$ cat src/rtl/pulse_counter_map.svh
`ifndef PULSE_COUNTER_MAP_SVH
`define PULSE_COUNTER_MAP_SVH

// Register byte offsets
`define OFS_CTRL      8'h00
`define OFS_SEL       8'h04
`define OFS_EDGE      8'h08
`define OFS_START     8'h0c
`define OFS_WORK      8'h10
`define OFS_HOLD      8'h14
`define OFS_DIR       8'h18
`define OFS_PDATA     8'h1c
`define OFS_HIDDEN    8'h20
`define OFS_LEVELS    8'h24
`define OFS_STATUS    8'h28

// Field positions
`define CTRL_START_BIT  31
`define CTRL_RUN_BIT    8
`define HIDDEN_DUMMY_LSB 16

// Pin selector spaces
`define SEL_REAL_LAST    7'h20
`define SEL_HIDDEN_FIRST 7'h21
`define SEL_DUMMY_FIRST  7'h31
`define SEL_LAST         7'h40

// Counter values and reset values
`define WORK_FINAL    16'hffff
`define WORK_ZERO     16'h0000
`define WORK_ONE      16'h0001
`define RST_WORD      32'h0000_0000
`define RST_DIR       4'h0

`endif

$ cat src/rtl/pulse_counter_pkg.sv
package pulse_counter_pkg;

	// Function codes as the host writes them
	typedef enum logic [6:0] {
		mode_off             = 7'h00,
		updown_sample_mode   = 7'h06,
		quadrature_mode      = 7'h07,
		freerun_sample_mode  = 7'h08,
		freerun_sample_dn    = 7'h6c,
		interval_sample_mode = 7'h09,
		interval_sample_dn   = 7'h6d,
		freerun_compare_mode = 7'h0a,
		freerun_compare_dn   = 7'h6e
	} mode_t;

	typedef enum logic [1:0] {
		st_idle = 2'b01,
		st_run  = 2'b10
	} run_state_t;

	// Pin selectors, 0..64 each
	typedef struct packed {
		logic [6:0] direction_gate;
		logic [6:0] sample_strobe;
		logic [6:0] count_source;
		logic [6:0] result_line;
	} pin_sel_t;

	// Edge codes: bit 0 rising, bit 1 falling
	typedef struct packed {
		logic       polarity;
		logic [1:0] strobe_edge;
		logic [1:0] count_edge;
	} edge_cfg_t;

	typedef struct packed {
		logic       wr;
		logic [7:0] addr;
	} ahb_req_t;

endpackage : pulse_counter_pkg

$ cat src/rtl/multimode_pulse_counter.sv
`timescale 1ns/1ps
`include "pulse_counter_map.svh"
module multimode_pulse_counter
	import pulse_counter_pkg::*;
(
	input  wire logic        clk,
	input  wire logic        rst_b,
	input  wire logic        hsel,
	input  wire logic [31:0] haddr,
	input  wire logic [1:0]  htrans,
	input  wire logic        hwrite,
	input  wire logic [2:0]  hsize,
	input  wire logic [31:0] hwdata,
	input  wire logic        hready,
	output logic      [31:0] hrdata,
	output logic             hreadyout,
	output logic             hresp,
	input  wire logic [31:0] pin_in,
	output logic      [31:0] pin_out,
	output logic      [31:0] pin_oe_b,
	output logic             result_line
);

	////////////////////////////////////////////////////////////////////
	// Declarations
	ahb_req_t   req_q;
	pin_sel_t   sel_q;
	edge_cfg_t  edge_q;
	mode_t      mode_q, mode_d;
	run_state_t state_q;
	logic [15:0] start_value_q, work_q, work_d, hold_q, hold_d;
	logic [3:0]  dir_q;
	logic [31:0] pdata_q, pin_s1_q, pin_s2_q, real_lvl;
	logic [31:0] pin_out_d, pin_oe_d;
	logic [15:0] hidden_q, hidden_d, dummy_q, dummy_d;
	logic [64:0] all_pins;
	logic        res_d, addr_ok, wr_ctrl, start_w;
	logic        cnt_lvl, strb_lvl, gate_lvl, cnt_prev_q, strb_prev_q;
	logic        cnt_ev, strb_ev, cnt_rise, cnt_fall, strb_rise, strb_fall;
	logic        step_up, ovf, q_inc, q_dec, running;
	logic [31:0] rd_mux;

	// Level of one selected pin; out-of-range selectors read low
	function automatic logic pick(input logic [64:0] v, input logic [6:0] s);
		logic r;
		r = 1'b0;
		if (s <= `SEL_LAST)
			r = v[s];
		return r;
	endfunction : pick

	////////////////////////////////////////////////////////////////////
	// AHB-Lite slave, zero wait states, always OKAY
	assign addr_ok = hsel & htrans[1] & hready;
	assign wr_ctrl = req_q.wr && req_q.addr == `OFS_CTRL;
	assign start_w = wr_ctrl & hwdata[`CTRL_START_BIT];

	// Address phase latch; hsize ignored since only words are mapped
	always_ff @(posedge clk or negedge rst_b) begin
		if (!rst_b) begin
			req_q <= '0;
		end else begin
			req_q.wr   <= addr_ok & hwrite;
			req_q.addr <= haddr[7:0];
		end
	end

	// Read data selected in the address phase so hrdata is a flop
	always_comb begin
		rd_mux = `RST_WORD;
		case (haddr[7:0])
			`OFS_CTRL:   rd_mux = {23'h000000, running, 1'b0, mode_q};
			`OFS_SEL:    rd_mux = {1'b0, sel_q.direction_gate, 1'b0,
				sel_q.sample_strobe, 1'b0, sel_q.count_source, 1'b0,
				sel_q.result_line};
			`OFS_EDGE:   rd_mux = {27'h0000000, edge_q};
			`OFS_START:  rd_mux = {16'h0000, start_value_q};
			`OFS_WORK:   rd_mux = {16'h0000, work_q};
			`OFS_HOLD:   rd_mux = {16'h0000, hold_q};
			`OFS_DIR:    rd_mux = {28'h0000000, dir_q};
			`OFS_PDATA:  rd_mux = pdata_q;
			`OFS_HIDDEN: rd_mux = {dummy_q, hidden_q};
			`OFS_LEVELS: rd_mux = real_lvl;
			`OFS_STATUS: rd_mux = {31'h00000000, result_line};
			default:     rd_mux = `RST_WORD; // Unmapped reads as zero
		endcase
	end

	always_ff @(posedge clk or negedge rst_b) begin
		if (!rst_b) begin
			hrdata    <= `RST_WORD;
			hreadyout <= 1'b0;
			hresp     <= 1'b0;
		end else begin
			hreadyout <= 1'b1;
			hresp     <= 1'b0;
			if (addr_ok && !hwrite)
				hrdata <= rd_mux;
		end
	end

	// Configuration registers written in the data phase
	always_ff @(posedge clk or negedge rst_b) begin
		if (!rst_b) begin
			sel_q         <= '0;
			edge_q        <= '0;
			start_value_q <= `WORK_ZERO;
			dir_q         <= `RST_DIR;
			pdata_q       <= `RST_WORD;
		end else if (req_q.wr) begin
			case (req_q.addr)
				`OFS_SEL: sel_q <= {hwdata[30:24], hwdata[22:16],
					hwdata[14:8], hwdata[6:0]};
				`OFS_EDGE:  edge_q        <= hwdata[4:0];
				`OFS_START: start_value_q <= hwdata[15:0];
				`OFS_DIR:   dir_q         <= hwdata[3:0];
				`OFS_PDATA: pdata_q       <= hwdata;
				default: ;
			endcase
		end
	end

	// Unsupported codes fall back to off so nothing counts
	always_comb begin
		mode_d = mode_off;
		case (hwdata[6:0])
			7'h06, 7'h07, 7'h08, 7'h6c, 7'h09, 7'h6d, 7'h0a, 7'h6e:
				mode_d = mode_t'(hwdata[6:0]);
			default: mode_d = mode_off;
		endcase
	end

	// Run control: writing without the start bit stops the channel
	always_ff @(posedge clk or negedge rst_b) begin
		if (!rst_b) begin
			mode_q  <= mode_off;
			state_q <= st_idle;
		end else if (wr_ctrl) begin
			mode_q <= mode_d;
			unique case (state_q)
				st_idle: if (start_w && mode_d != mode_off) state_q <= st_run;
				st_run:  if (!start_w || mode_d == mode_off) state_q <= st_idle;
			endcase
		end
	end
	assign running = state_q == st_run;

	////////////////////////////////////////////////////////////////////
	// Pin spaces and input synchroniser
	always_ff @(posedge clk or negedge rst_b) begin
		if (!rst_b) begin
			pin_s1_q <= `RST_WORD;
			pin_s2_q <= `RST_WORD;
		end else begin
			pin_s1_q <= pin_in;
			pin_s2_q <= pin_s1_q;
		end
	end

	// Driven real pins read back their own level, others the sync'd pad
	assign real_lvl = (pin_oe_b & pin_s2_q) | (~pin_oe_b & pin_out);
	assign all_pins = {dummy_q, hidden_q, real_lvl, 1'b0};

	// Per real pin: result routing and direction
	for (genvar i = 0; i < 32; i++) begin : g_real
		localparam int GRP = (i < 16) ? i / 4 : 2 + (i - 16) / 4;
		assign pin_out_d[i] = (sel_q.result_line == 7'(i + 1)) ?
			result_line : pdata_q[i];
		if ((i % 16) >= 8) begin : g_fixed
			assign pin_oe_d[i] = 1'b0; // Always driven
		end else begin : g_grp
			assign pin_oe_d[i] = ~dir_q[GRP]; // Groups of four
		end
	end

	// Hidden pins take the result or software; dummy only the result
	for (genvar j = 0; j < 16; j++) begin : g_internal
		assign hidden_d[j] =
			(sel_q.result_line == 7'(j) + `SEL_HIDDEN_FIRST) ? result_line :
			(req_q.wr && req_q.addr == `OFS_HIDDEN) ? hwdata[j] :
			hidden_q[j];
		assign dummy_d[j] =
			(sel_q.result_line == 7'(j) + `SEL_DUMMY_FIRST) ? result_line :
			dummy_q[j];
	end

	always_ff @(posedge clk or negedge rst_b) begin
		if (!rst_b) begin
			pin_out  <= `RST_WORD;
			pin_oe_b <= 32'hffff_ffff;
			hidden_q <= `WORK_ZERO;
			dummy_q  <= `WORK_ZERO;
		end else begin
			pin_out  <= pin_out_d;
			pin_oe_b <= pin_oe_d;
			hidden_q <= hidden_d;
			dummy_q  <= dummy_d;
		end
	end

	////////////////////////////////////////////////////////////////////
	// Event detection on the selected count and strobe lines; the gate line is used as a level
	assign cnt_lvl  = pick(all_pins, sel_q.count_source);
	assign strb_lvl = pick(all_pins, sel_q.sample_strobe);
	assign gate_lvl = pick(all_pins, sel_q.direction_gate);

	always_ff @(posedge clk or negedge rst_b) begin
		if (!rst_b) begin
			cnt_prev_q  <= 1'b0;
			strb_prev_q <= 1'b0;
		end else begin
			cnt_prev_q  <= cnt_lvl;
			strb_prev_q <= strb_lvl;
		end
	end

	assign cnt_rise  = cnt_lvl & ~cnt_prev_q;
	assign cnt_fall  = ~cnt_lvl & cnt_prev_q;
	assign strb_rise = strb_lvl & ~strb_prev_q;
	assign strb_fall = ~strb_lvl & strb_prev_q;
	// Selector 0 on the count line means every clock cycle
	assign cnt_ev = (sel_q.count_source == 7'h00) ? 1'b1 :
		(edge_q.count_edge[0] & cnt_rise) |
		(edge_q.count_edge[1] & cnt_fall);
	// Selector 0 on the strobe line means no strobe at all
	assign strb_ev = (sel_q.sample_strobe != 7'h00) &
		((edge_q.strobe_edge[0] & strb_rise) |
		(edge_q.strobe_edge[1] & strb_fall));

	// Quadrature: a change on both lines in one cycle is ambiguous, dropped
	assign q_inc = ((cnt_rise & ~strb_lvl & ~strb_rise & ~strb_fall) |
		(strb_rise & ~cnt_lvl & ~cnt_rise & ~cnt_fall));
	assign q_dec = ((cnt_fall & ~strb_lvl & ~strb_rise & ~strb_fall) |
		(strb_fall & ~cnt_lvl & ~cnt_rise & ~cnt_fall));

	// Direction: gate against polarity, or the code's hundreds flag
	assign step_up = (mode_q == updown_sample_mode) ?
		(gate_lvl ^ edge_q.polarity) : ~mode_q[6];
	assign ovf = cnt_ev & (step_up ? work_q == `WORK_FINAL :
		work_q == `WORK_ZERO);

	////////////////////////////////////////////////////////////////////
	// Counter core
	always_comb begin
		work_d = work_q;
		hold_d = hold_q;
		res_d  = result_line;
		if (start_w) begin
			work_d = start_value_q;
			if (mode_d != quadrature_mode)
				hold_d = start_value_q;
			res_d = 1'b0;
		end else if (running) begin
			if (cnt_ev && mode_q != quadrature_mode)
				work_d = step_up ? work_q + `WORK_ONE :
					work_q - `WORK_ONE;
			unique case (mode_q)
				updown_sample_mode: begin
					if (strb_ev)
						hold_d = work_q;
					res_d = work_d == `WORK_FINAL;
				end
				quadrature_mode: begin
					if (q_inc && edge_q.count_edge != 2'b00)
						work_d = work_q + `WORK_ONE;
					else if (q_dec && edge_q.strobe_edge != 2'b00)
						work_d = work_q - `WORK_ONE;
				end
				freerun_sample_mode, freerun_sample_dn: begin
					if (strb_ev)
						hold_d = work_q;
					if (ovf)
						res_d = 1'b1;
				end
				interval_sample_mode, interval_sample_dn: begin
					if (strb_ev) begin
						hold_d = work_q;
						work_d = `WORK_ZERO; // Clear beats a count
					end
					if (ovf)
						res_d = 1'b1;
				end
				freerun_compare_mode, freerun_compare_dn:
					res_d = work_d >= hold_q;
				default: ;
			endcase
		end
	end

	always_ff @(posedge clk or negedge rst_b) begin
		if (!rst_b) begin
			work_q      <= `WORK_ZERO;
			hold_q      <= `WORK_ZERO;
			result_line <= 1'b0;
		end else begin
			work_q      <= work_d;
			hold_q      <= hold_d;
			result_line <= res_d;
		end
	end

	////////////////////////////////////////////////////////////////////
	// Checks
	property p_uds_step;
		@(posedge clk) disable iff (!rst_b)
		(running && mode_q == updown_sample_mode && cnt_ev && !start_w)
		|=> (work_q - $past(work_q)) ==
			($past(gate_lvl ^ edge_q.polarity) ? 16'h0001 : 16'hffff);
	endproperty
	a_uds_step: assert property (p_uds_step)
		else $error("up/down step direction wrong");

	property p_uds_sample;
		@(posedge clk) disable iff (!rst_b)
		(running && mode_q == updown_sample_mode && strb_ev && !start_w)
		|=> hold_q == $past(work_q);
	endproperty
	a_uds_sample: assert property (p_uds_sample)
		else $error("up/down sample not taken");

	property p_uds_final;
		@(posedge clk) disable iff (!rst_b)
		(running && mode_q == updown_sample_mode && !start_w)
		##1 (mode_q == updown_sample_mode)
		|-> result_line == (work_q == 16'hffff);
	endproperty
	a_uds_final: assert property (p_uds_final)
		else $error("final value output wrong");

	property p_preload;
		@(posedge clk) disable iff (!rst_b)
		start_w |=> work_q == $past(start_value_q) && !result_line;
	endproperty
	a_preload: assert property (p_preload)
		else $error("start did not preload");

	property p_quad_hold;
		@(posedge clk) disable iff (!rst_b)
		(start_w && mode_d == quadrature_mode) |=> hold_q == $past(hold_q);
	endproperty
	a_quad_hold: assert property (p_quad_hold)
		else $error("quadrature start touched hold");

	property p_quad_inc;
		@(posedge clk) disable iff (!rst_b)
		(running && mode_q == quadrature_mode && q_inc && !start_w &&
			edge_q.count_edge != 2'b00) |=> work_q == $past(work_q) + 16'h1;
	endproperty
	a_quad_inc: assert property (p_quad_inc)
		else $error("quadrature increment missed");

	property p_ins_clear;
		@(posedge clk) disable iff (!rst_b)
		(running && mode_q == interval_sample_mode && strb_ev && !start_w)
		|=> work_q == 16'h0000 && hold_q == $past(work_q);
	endproperty
	a_ins_clear: assert property (p_ins_clear)
		else $error("interval sample did not clear");

	property p_ovf_sticky;
		@(posedge clk) disable iff (!rst_b)
		(running && ovf && !start_w && !wr_ctrl &&
			(mode_q == freerun_sample_mode || mode_q == interval_sample_dn))
		|=> result_line ##1 result_line;
	endproperty
	a_ovf_sticky: assert property (p_ovf_sticky)
		else $error("overflow output not held");

	property p_frc_cmp;
		@(posedge clk) disable iff (!rst_b)
		(running && mode_q == freerun_compare_mode && !wr_ctrl)
		|=> result_line == (work_q >= hold_q);
	endproperty
	a_frc_cmp: assert property (p_frc_cmp)
		else $error("compare output wrong");

	property p_wrap;
		@(posedge clk) disable iff (!rst_b)
		(running && mode_q == freerun_sample_mode && cnt_ev &&
			!start_w && work_q == 16'hffff) |=> work_q == 16'h0000;
	endproperty
	a_wrap: assert property (p_wrap)
		else $error("counter did not wrap");

	property p_no_strobe;
		@(posedge clk) disable iff (!rst_b)
		(sel_q.sample_strobe == 7'h00 && !start_w)
		|=> hold_q == $past(hold_q);
	endproperty
	a_no_strobe: assert property (p_no_strobe)
		else $error("strobe seen with no strobe pin");

	property p_fixed_out;
		@(posedge clk) disable iff (!rst_b)
		rst_b |=>
			(pin_oe_b[15:8] == 8'h00 && pin_oe_b[31:24] == 8'h00);
	endproperty
	a_fixed_out: assert property (p_fixed_out)
		else $error("fixed output pins released");

endmodule : multimode_pulse_counter

$ cat config.mk
export PLATFORM = sky130hd
export DESIGN_NAME = multimode_pulse_counter
export DESIGN_NICKNAME = d
export VERILOG_FILES = /design/src/rtl/pulse_counter_pkg.sv /design/src/rtl/multimode_pulse_counter.sv
export VERILOG_INCLUDE_DIRS = /design/src /design/src/rtl
export SDC_FILE = /design/constraint.sdc
export NUM_CORES = 1
export LEC_CHECK = 0
export ABC_AREA = 0
export BUFFER_PORTS_ARGS = -buffer_cell sky130_fd_sc_hd__clkbuf_2
export CORE_MARGIN = 2
export CORE_UTILIZATION = 35
export CTS_BUF_LIST = sky130_fd_sc_hd__clkbuf_8
export DETAILED_ROUTE_END_ITERATION = 12
export PLACE_DENSITY = 0.59
export SYNTH_ARGS = -nofsm -noshare
export SYNTH_HDL_FRONTEND = slang
export SYNTH_SLANG_ARGS = --single-unit
$ cat constraint.sdc
create_clock -name clk -period 5.5 [get_ports clk]
set_input_delay 0.275 -clock clk [delete_from_list [all_inputs] [get_ports clk]]
set_output_delay 0.275 -clock clk [all_outputs]
set_load 0.02 [all_outputs]
; ---- Yosys cells after proc, flatten, opt, wreduce, memory -nomap -nowiden
; Cells that the tools add are included.
[totals]
word_cells = 372
in_bits = 106
out_inout_bits = 99
reg_bits = 331
[classes]
mux = 100
n_addsub = 2
eq_ne = 106
n_bitwise = 48
n_lt_le_gt_ge = 7
n_reduce_logical = 52
[ops]
columns = op, count
row1 = $pmux 32 s11, 1
row2 = $eq 7x6->1 const B, 32
row3 = $mux 16, 14
row4 = $eq 7x5->1 const B, 16
row5 = $eq 7x4->1 const B, 14
row6 = $mux 1, 76
row7 = $and 32x32->32, 2
row8 = $eq 7x3->1 const B, 8
row9 = $eq 7x7->1 const B, 7
row10 = $eq 8x5->1 const B, 6
row11 = $reduce_bool 2->1, 21
row12 = $eq 16x16->1 const B, 2
row13 = $eq 8x4->1 const B, 4
row14 = $eq 8x6->1 const B, 4
row15 = $not 32->32, 1
row16 = $or 32x32->32, 1
row17 = $pmux 16 s2, 1
row18 = $and 1x1->1, 26
row19 = $lt 7x8->1 const B, 3
row20 = $bmux 1 s7, 3
row21 = $le 7x7->1 const B, 3
row22 = $add 16x1->16 const B, 1
row23 = $eq 8x3->1 const B, 2
row24 = $ge 16x16->1, 1
row25 = other kinds (31), 66

; ---- Longest topological paths before layout
[logic_depth]
depth_word = 20
ltp_mapped = 24
mapped_depth_nobuf = 20

; ---- Least setup slack after synthesis
; OpenSTA, ideal clock, no wires.
[synth_path]
kind = reg2reg
startpoint = reg pin_oe_b[30]
endpoint = reg result_line
n_path_buf = 2
path_slack_ns = 0.519
required_time_ns = 5.372
synth_period_minus_slack_ns = 4.981
arrival_ns = 4.853
setup_time_ns = 0.128
stages_incl_launch_ff = 23
path_cell_list = dfstp_2 buf_6 mux2_2 or3_1 a311oi_2 a21oi_1 or4b_4 mux2_4 buf_6 a21oi_2 a21oi_1 o21a_1 or2_1 ha_1 a21o_1 a21oi_1 nor2b_1 o21ai_0 a21oi_1 o41ai_1 a211oi_1 mux2i_1 o31ai_2
[synth_via]
elab_chain_cells = 19
word_cells_on_any_way = 33
cone_classes = 1 x order compare / 2 x eq/ne / 16 x mux / 12 x bitwise / 2 x reduce/logical
[synth_rtl]
columns = item, line
row1 = start: declaration, multimode_pulse_counter.sv:20  ; output logic [31:0] pin_oe_b,
row2 = start signal: assignment, multimode_pulse_counter.sv:195  ; pin_oe_b <= pin_oe_d;
row3 = $not 32->32, multimode_pulse_counter.sv:161  ; assign real_lvl = (pin_oe_b & pin_s2_q) | (~pin_oe_b & pin_out);
row4 = $and 32x32->32, multimode_pulse_counter.sv:161
row5 = $or 32x32->32 *, multimode_pulse_counter.sv:161
row6 = $bmux 1 s7, multimode_pulse_counter.sv:48  ; r = v[s];
row7 = $mux 1 (not written as such), multimode_pulse_counter.sv:48
row8 = $mux 1, multimode_pulse_counter.sv:47  ; if (s <= `SEL_LAST)
row9 = $not 1->1, multimode_pulse_counter.sv:218  ; assign cnt_fall = ~cnt_lvl & cnt_prev_q;
row10 = $and 1x1->1, multimode_pulse_counter.sv:218
row11 = [3 not listed], -
row12 = $logic_and 1x1->1, multimode_pulse_counter.sv:254  ; if (cnt_ev && mode_q != quadrature_mode)
row13 = $mux 16, multimode_pulse_counter.sv:254
row14 = $mux 16, multimode_pulse_counter.sv:253  ; end else if (running) begin
row15 = $mux 16, multimode_pulse_counter.sv:248  ; if (start_w) begin
row16 = $ge 16x16->1 / $eq 16x16->1 (equally long branches), -
row17 = $pmux 1 s3, multimode_pulse_counter.sv:257  ; unique case (mode_q)
row18 = $mux 1, multimode_pulse_counter.sv:253
row19 = $mux 1, multimode_pulse_counter.sv:248
row20 = end signal: assignment, multimode_pulse_counter.sv:298  ; result_line <= res_d;
row21 = end: declaration, multimode_pulse_counter.sv:21  ; output logic result_line
; Mark *: on every way between the ends. The rest lies on a longest branch, timed or not. The select of a mux whose other input is x is not followed.
; A chain may end at the register's enable or synchronous reset.

; ---- Final worst setup path
; Ends and elaborated chain as after synthesis.

==> metrics.md <==
| Metric | Value |
|---|---|
| Synth-to-Final Area Change | `19.6%` |
| Max-cap violations | `0` |
| Slew headroom | `23.0%` |
| Power density over cell area | `277 nW/um^2` |
| Total half-perimeter wirelength after legalization and detailed placement | `45.7 mm` |
| First-pass GRT wire length | `96.1 mm` |
| Yosys warning total | `0` |
| Number of sinks handled by clock tree synthesis | `304` |
| Antenna violations before repair | `1` |
| Worst-path cell with the longest stage delay | `sky130_fd_sc_hd__dfstp_2` |
| Total detailed-routing wirelength | `63.9 mm` |
| Non-filler instance count after layout | `2627` |
| Die footprint | `52100 sq um` |
| Net count of the finished layout | `2035` |
| Number of top-level pins | `205` |
| Total count of max-transition violations in the final report | `0` |
| Peak fanout along the critical path | `47` |
| Site Rows | `82` |
| Core footprint | `49900 sq um` |
| Weighted congestion at the end of routability-driven global placement | `0.940` |
| RSZ-0062 raised after global routing | `no` |
| Final-layout fill cell count | `4885` |
| Share of cells above drive strength 1 | `29.4%` |
| Post-synthesis cell count | `1703` |
| Post-synthesis instance area | `17600 sq um` |
| Final worst path period need | `5300 ps` |
| Num CTS Buffers | `54` |
| Port bufs | `175` |
| DIE WIDTH | `228 um` |
| Unique cell type count in the Yosys netlist | `87` |
| Number of levels in the clock H-tree | `2` |
| Starting density of the core | `35.3%` |
| Pin count of the biggest net entering global routing | `139` |
| Skew-Pair Late Insertion Delay | `670 ps` |
| TritonCTS clock tree | `done` |
| Maximum vdd drop | `0.169 mV` |
| Gr usage total | `24.2%` |
| Lkg Pwr | `8.96 nW` |
| Yosys reg bits | `304` |
| Syn avg cell area | `10.3 sq um` |
| Via count of the first global-routing pass | `15.1k` |
| Category of the most critical setup path | `flip-flop to flip-flop` |
| Total negative slack | `0 ps` |
| Status | `completed` |
| Reg2reg setup slack | `200 ps` |
| Worst Setup Start Kind | `flip-flop` |
| Register clock-pin slew on the reported worst setup and hold paths | `60 ps` |
| Number of placed instances with taps included | `2458` |
| Cell breakdown of the critical path | `buf_12 > mux4_2 > mux2i_1 > a21oi_1 > a31oi_1 > a32oi_2 > mux2i_4 > nor2_2 > a21oi_1 > o21a_1 > or2_1 > ha_1 > a21o_1 > a21oi_1 > nor2b_1 > o21ai_0 > a21oi_1 > o41ai_1 > a211oi_1 > mux2i_1 > o31ai_2` |
| Endpoint arrival time on the critical path | `5830 ps` |
| Per-cell routed wire length | `24.3 um` |
| Class of the tightest hold or removal check | `input pin to flip-flop` |
| Final Hold Fails | `0` |
| Via count | `15.2k` |
| Overall power of the completed layout | `0.00582 W` |
| Clock Skew | `28.5 ps` |
| Worst hold-check slack | `28.0 ps` |
| Highest achievable clock rate | `189 MHz` |
| Sequential cell area fraction in the yosys report | `43.2%` |
| Primary FF master, synth | `sky130_fd_sc_hd__dfrtp_1` |
| Largest incremental delay on the critical path | `560 ps` |
| Critical path startpoint | `pin_oe_b[30]$_DFF_PN1_` |
| Clock root cell | `sky130_fd_sc_hd__clkbuf_8` |
| Data required time at the worst endpoint | `6020 ps` |
| Endpoint kind of the worst setup timing path | `flip-flop` |
| Number of nets with antenna violations after routing | `0` |
| R2R cell count | `21` |
| DRC errors left | `0` |
| Worst flop-to-flop path startpoint | `pin_oe_b[30]$_DFF_PN1_` |
| Termination of the worst setup path | `result_line$_DFFE_PN0P_` |
| Most used cell, CP | `sky130_fd_sc_hd__a21oi_1` |
| Final count of negative-setup-slack endpoints | `0` |
| Antenna diodes | `0` |
| Die extent in y | `228 um` |
| Worst min-delay path startpoint | `hwdata[3]` |
| Worst r2r dst | `result_line$_DFFE_PN0P_` |
| Iteration-0 DRC count of the detailed router | `1586` |
| Maximum number of buffers from clock root to sink | `3` |
| Post-synth ARST share | `100%` |
| Number of synthesized flops with an enable pin | `0` |
| Fin crit share | `96.4%` |
| Global route overflow | `0` |
| Transition time at the pin with the least slew margin | `1160 ps` |
| Number of iterations in the first detailed-routing pass | `5` |
| Vias per Instance | `5.79` |
## metal layers
metal / up-vias / global-route usage (%) / wire length (um)
met5: - / 0 / 0
li1: 6654 / - / -
met1: 7746 / 32.4 / 27000
met4: 0 / 8.74 / 2160
met2: 675 / 39.8 / 30600
met3: 137 / 3.52 / 4170
## timing repair
action / 4_1_cts / 5_1_grt
hold buffers: 68 / 0
setup buffers: 0 / 0
endpoints found under the setup margin: 0 / 1
resized for setup: 0 / 4
hold endpoints to repair: 220 / 0
## how the worst min path moves through the flow
stage,to,slack (ps),depth (start not counted)
2_1_floorplan,cnt_prev_q$_DFF_PN0_,-20,0
3_3_place_gp,pin_s2_q[20]$_DFF_PN0_,330,0
3_5_place_dp,pin_s2_q[0]$_DFF_PN0_,330,0
4_1_cts,dir_q[3]$_DFFE_PN0P_,10,2
5_1_grt,dir_q[3]$_DFFE_PN0P_,20,2
6_report,dir_q[3]$_DFFE_PN0P_,30,2
## flip-flops by register name, summed over array words and instances, names as in the netlist, 4 cells and up
signal and cells:
dir_q 4, dummy_q 16, edge_q 5, hidden_q 16
hold_q 16, hrdata 32, mode_q 7, pdata_q 32
pin_oe_b 5, pin_out 32, pin_s1_q 32, pin_s2_q 32
req_q 9, sel_q 28, start_value_q 16, work_q 16
## Yosys cell counts, types with 9 or more instances
cell type                  count  share of area (%)
sky130_fd_sc_hd__dfrtp_1     298                 42
sky130_fd_sc_hd__nand2_1     190                4.1
sky130_fd_sc_hd__mux2_2      150                9.6
sky130_fd_sc_hd__nor2_1      107                2.3
sky130_fd_sc_hd__clkbuf_1     95                2.0
sky130_fd_sc_hd__o21ai_0      85                2.4
sky130_fd_sc_hd__a21oi_1      82                2.3
sky130_fd_sc_hd__mux2i_1      63                3.6
sky130_fd_sc_hd__mux4_2       55                7.0
sky130_fd_sc_hd__nand3_1      40                1.1
sky130_fd_sc_hd__a221oi_1     39                1.9
sky130_fd_sc_hd__inv_1        39               0.83
sky130_fd_sc_hd__nor3_1       37                1.1
sky130_fd_sc_hd__buf_4        29                1.2
sky130_fd_sc_hd__a22oi_1      24                1.0
sky130_fd_sc_hd__a21o_1       23               0.98
sky130_fd_sc_hd__and3_1       23               0.82
sky130_fd_sc_hd__buf_2        21               0.60
sky130_fd_sc_hd__ha_1         19                1.4
sky130_fd_sc_hd__xnor2_1      17               0.85
sky130_fd_sc_hd__nand4_1      16               0.57
sky130_fd_sc_hd__o21ai_1      16               0.45
sky130_fd_sc_hd__nand2b_1     15               0.53
sky130_fd_sc_hd__a31oi_1      14               0.50
sky130_fd_sc_hd__nor2b_1      13               0.46
sky130_fd_sc_hd__a211oi_1     11               0.47
sky130_fd_sc_hd__a22o_1       11               0.55
sky130_fd_sc_hd__a222oi_1     10               0.57
sky130_fd_sc_hd__nor4_1       10               0.36
sky130_fd_sc_hd__o211ai_1      9               0.38
## report_power, final
group	total, W	switching (W)	leakage, nW	internal (W)
registers	0.00251	0.000178	3.55	0.00234
logic	0.000966	0.000567	4.72	0.000400
clock network	0.00234	0.00102	0.693	0.00132
## cell type report
class                           count  area [sq um]  area share [%]
Timing Repair Buffer              306          2110            10.0
Multi-Input combinational cell   1204          9130            43.3
Inverter                           40           150           0.713
Clock buffer                       69           950            4.51
Tap cell                          672           841            3.99
Clock inverter                     32           251            1.19
Sequential cell                   304          7620            36.2
## worst max-delay path, delay by kind of cell (launching register included)
| family | cells | cell delay [ps] |
|---|---|---|
| buf+inv | 1 | 270 |
| mux | 4 | 1240 |
| fa+ha+maj | 1 | 310 |
| flops | 1 | 560 |
| simple gates | 3 | 710 |
| compound gates | 12 | 2050 |
## cells by family (layout without fill, tap and decap cells)
group                    after synthesis  after routing  synth area share (%)
AO/OA/AOI/OAI                        380            380                  14.5
XOR/XNOR                              30             30                  1.75
adder cells (fa/ha/maj)               19             19                  1.35
buffers and inverters                196            447                  5.16
flip-flops                           304            304                  43.2
multiplexers                         270            270                  20.4
other                                  2              3                0.0427
AND/OR/NAND/NOR                      502            502                  13.5
## stage by stage
stage | setup slack [ps] | area, sq um | utilization (%)
after CTS | 71.8 | 21000 | 42.2
after global placement | 234 | 19200 | 38.4
after detailed placement | 116 | 19200 | 38.4
after global routing | 2.44 | 21100 | 42.2
after floorplan | 519 | 17600 | -
final | 198 | 21100 | 42.2
## layout by cell type (no fill, tap or decap), types with 55 or more instances in the layout
cell type	n
sky130_fd_sc_hd__dfrtp_1	294
sky130_fd_sc_hd__nand2_1	190
sky130_fd_sc_hd__clkbuf_2	174
sky130_fd_sc_hd__mux2_2	150
sky130_fd_sc_hd__nor2_1	104
sky130_fd_sc_hd__o21ai_0	84
sky130_fd_sc_hd__a21oi_1	82
sky130_fd_sc_hd__clkbuf_8	69
sky130_fd_sc_hd__dlygate4sd3_1	68
sky130_fd_sc_hd__mux2i_1	63
sky130_fd_sc_hd__inv_1	58
sky130_fd_sc_hd__buf_4	57
sky130_fd_sc_hd__mux4_2	55
(Power assumes the default switching activity.)
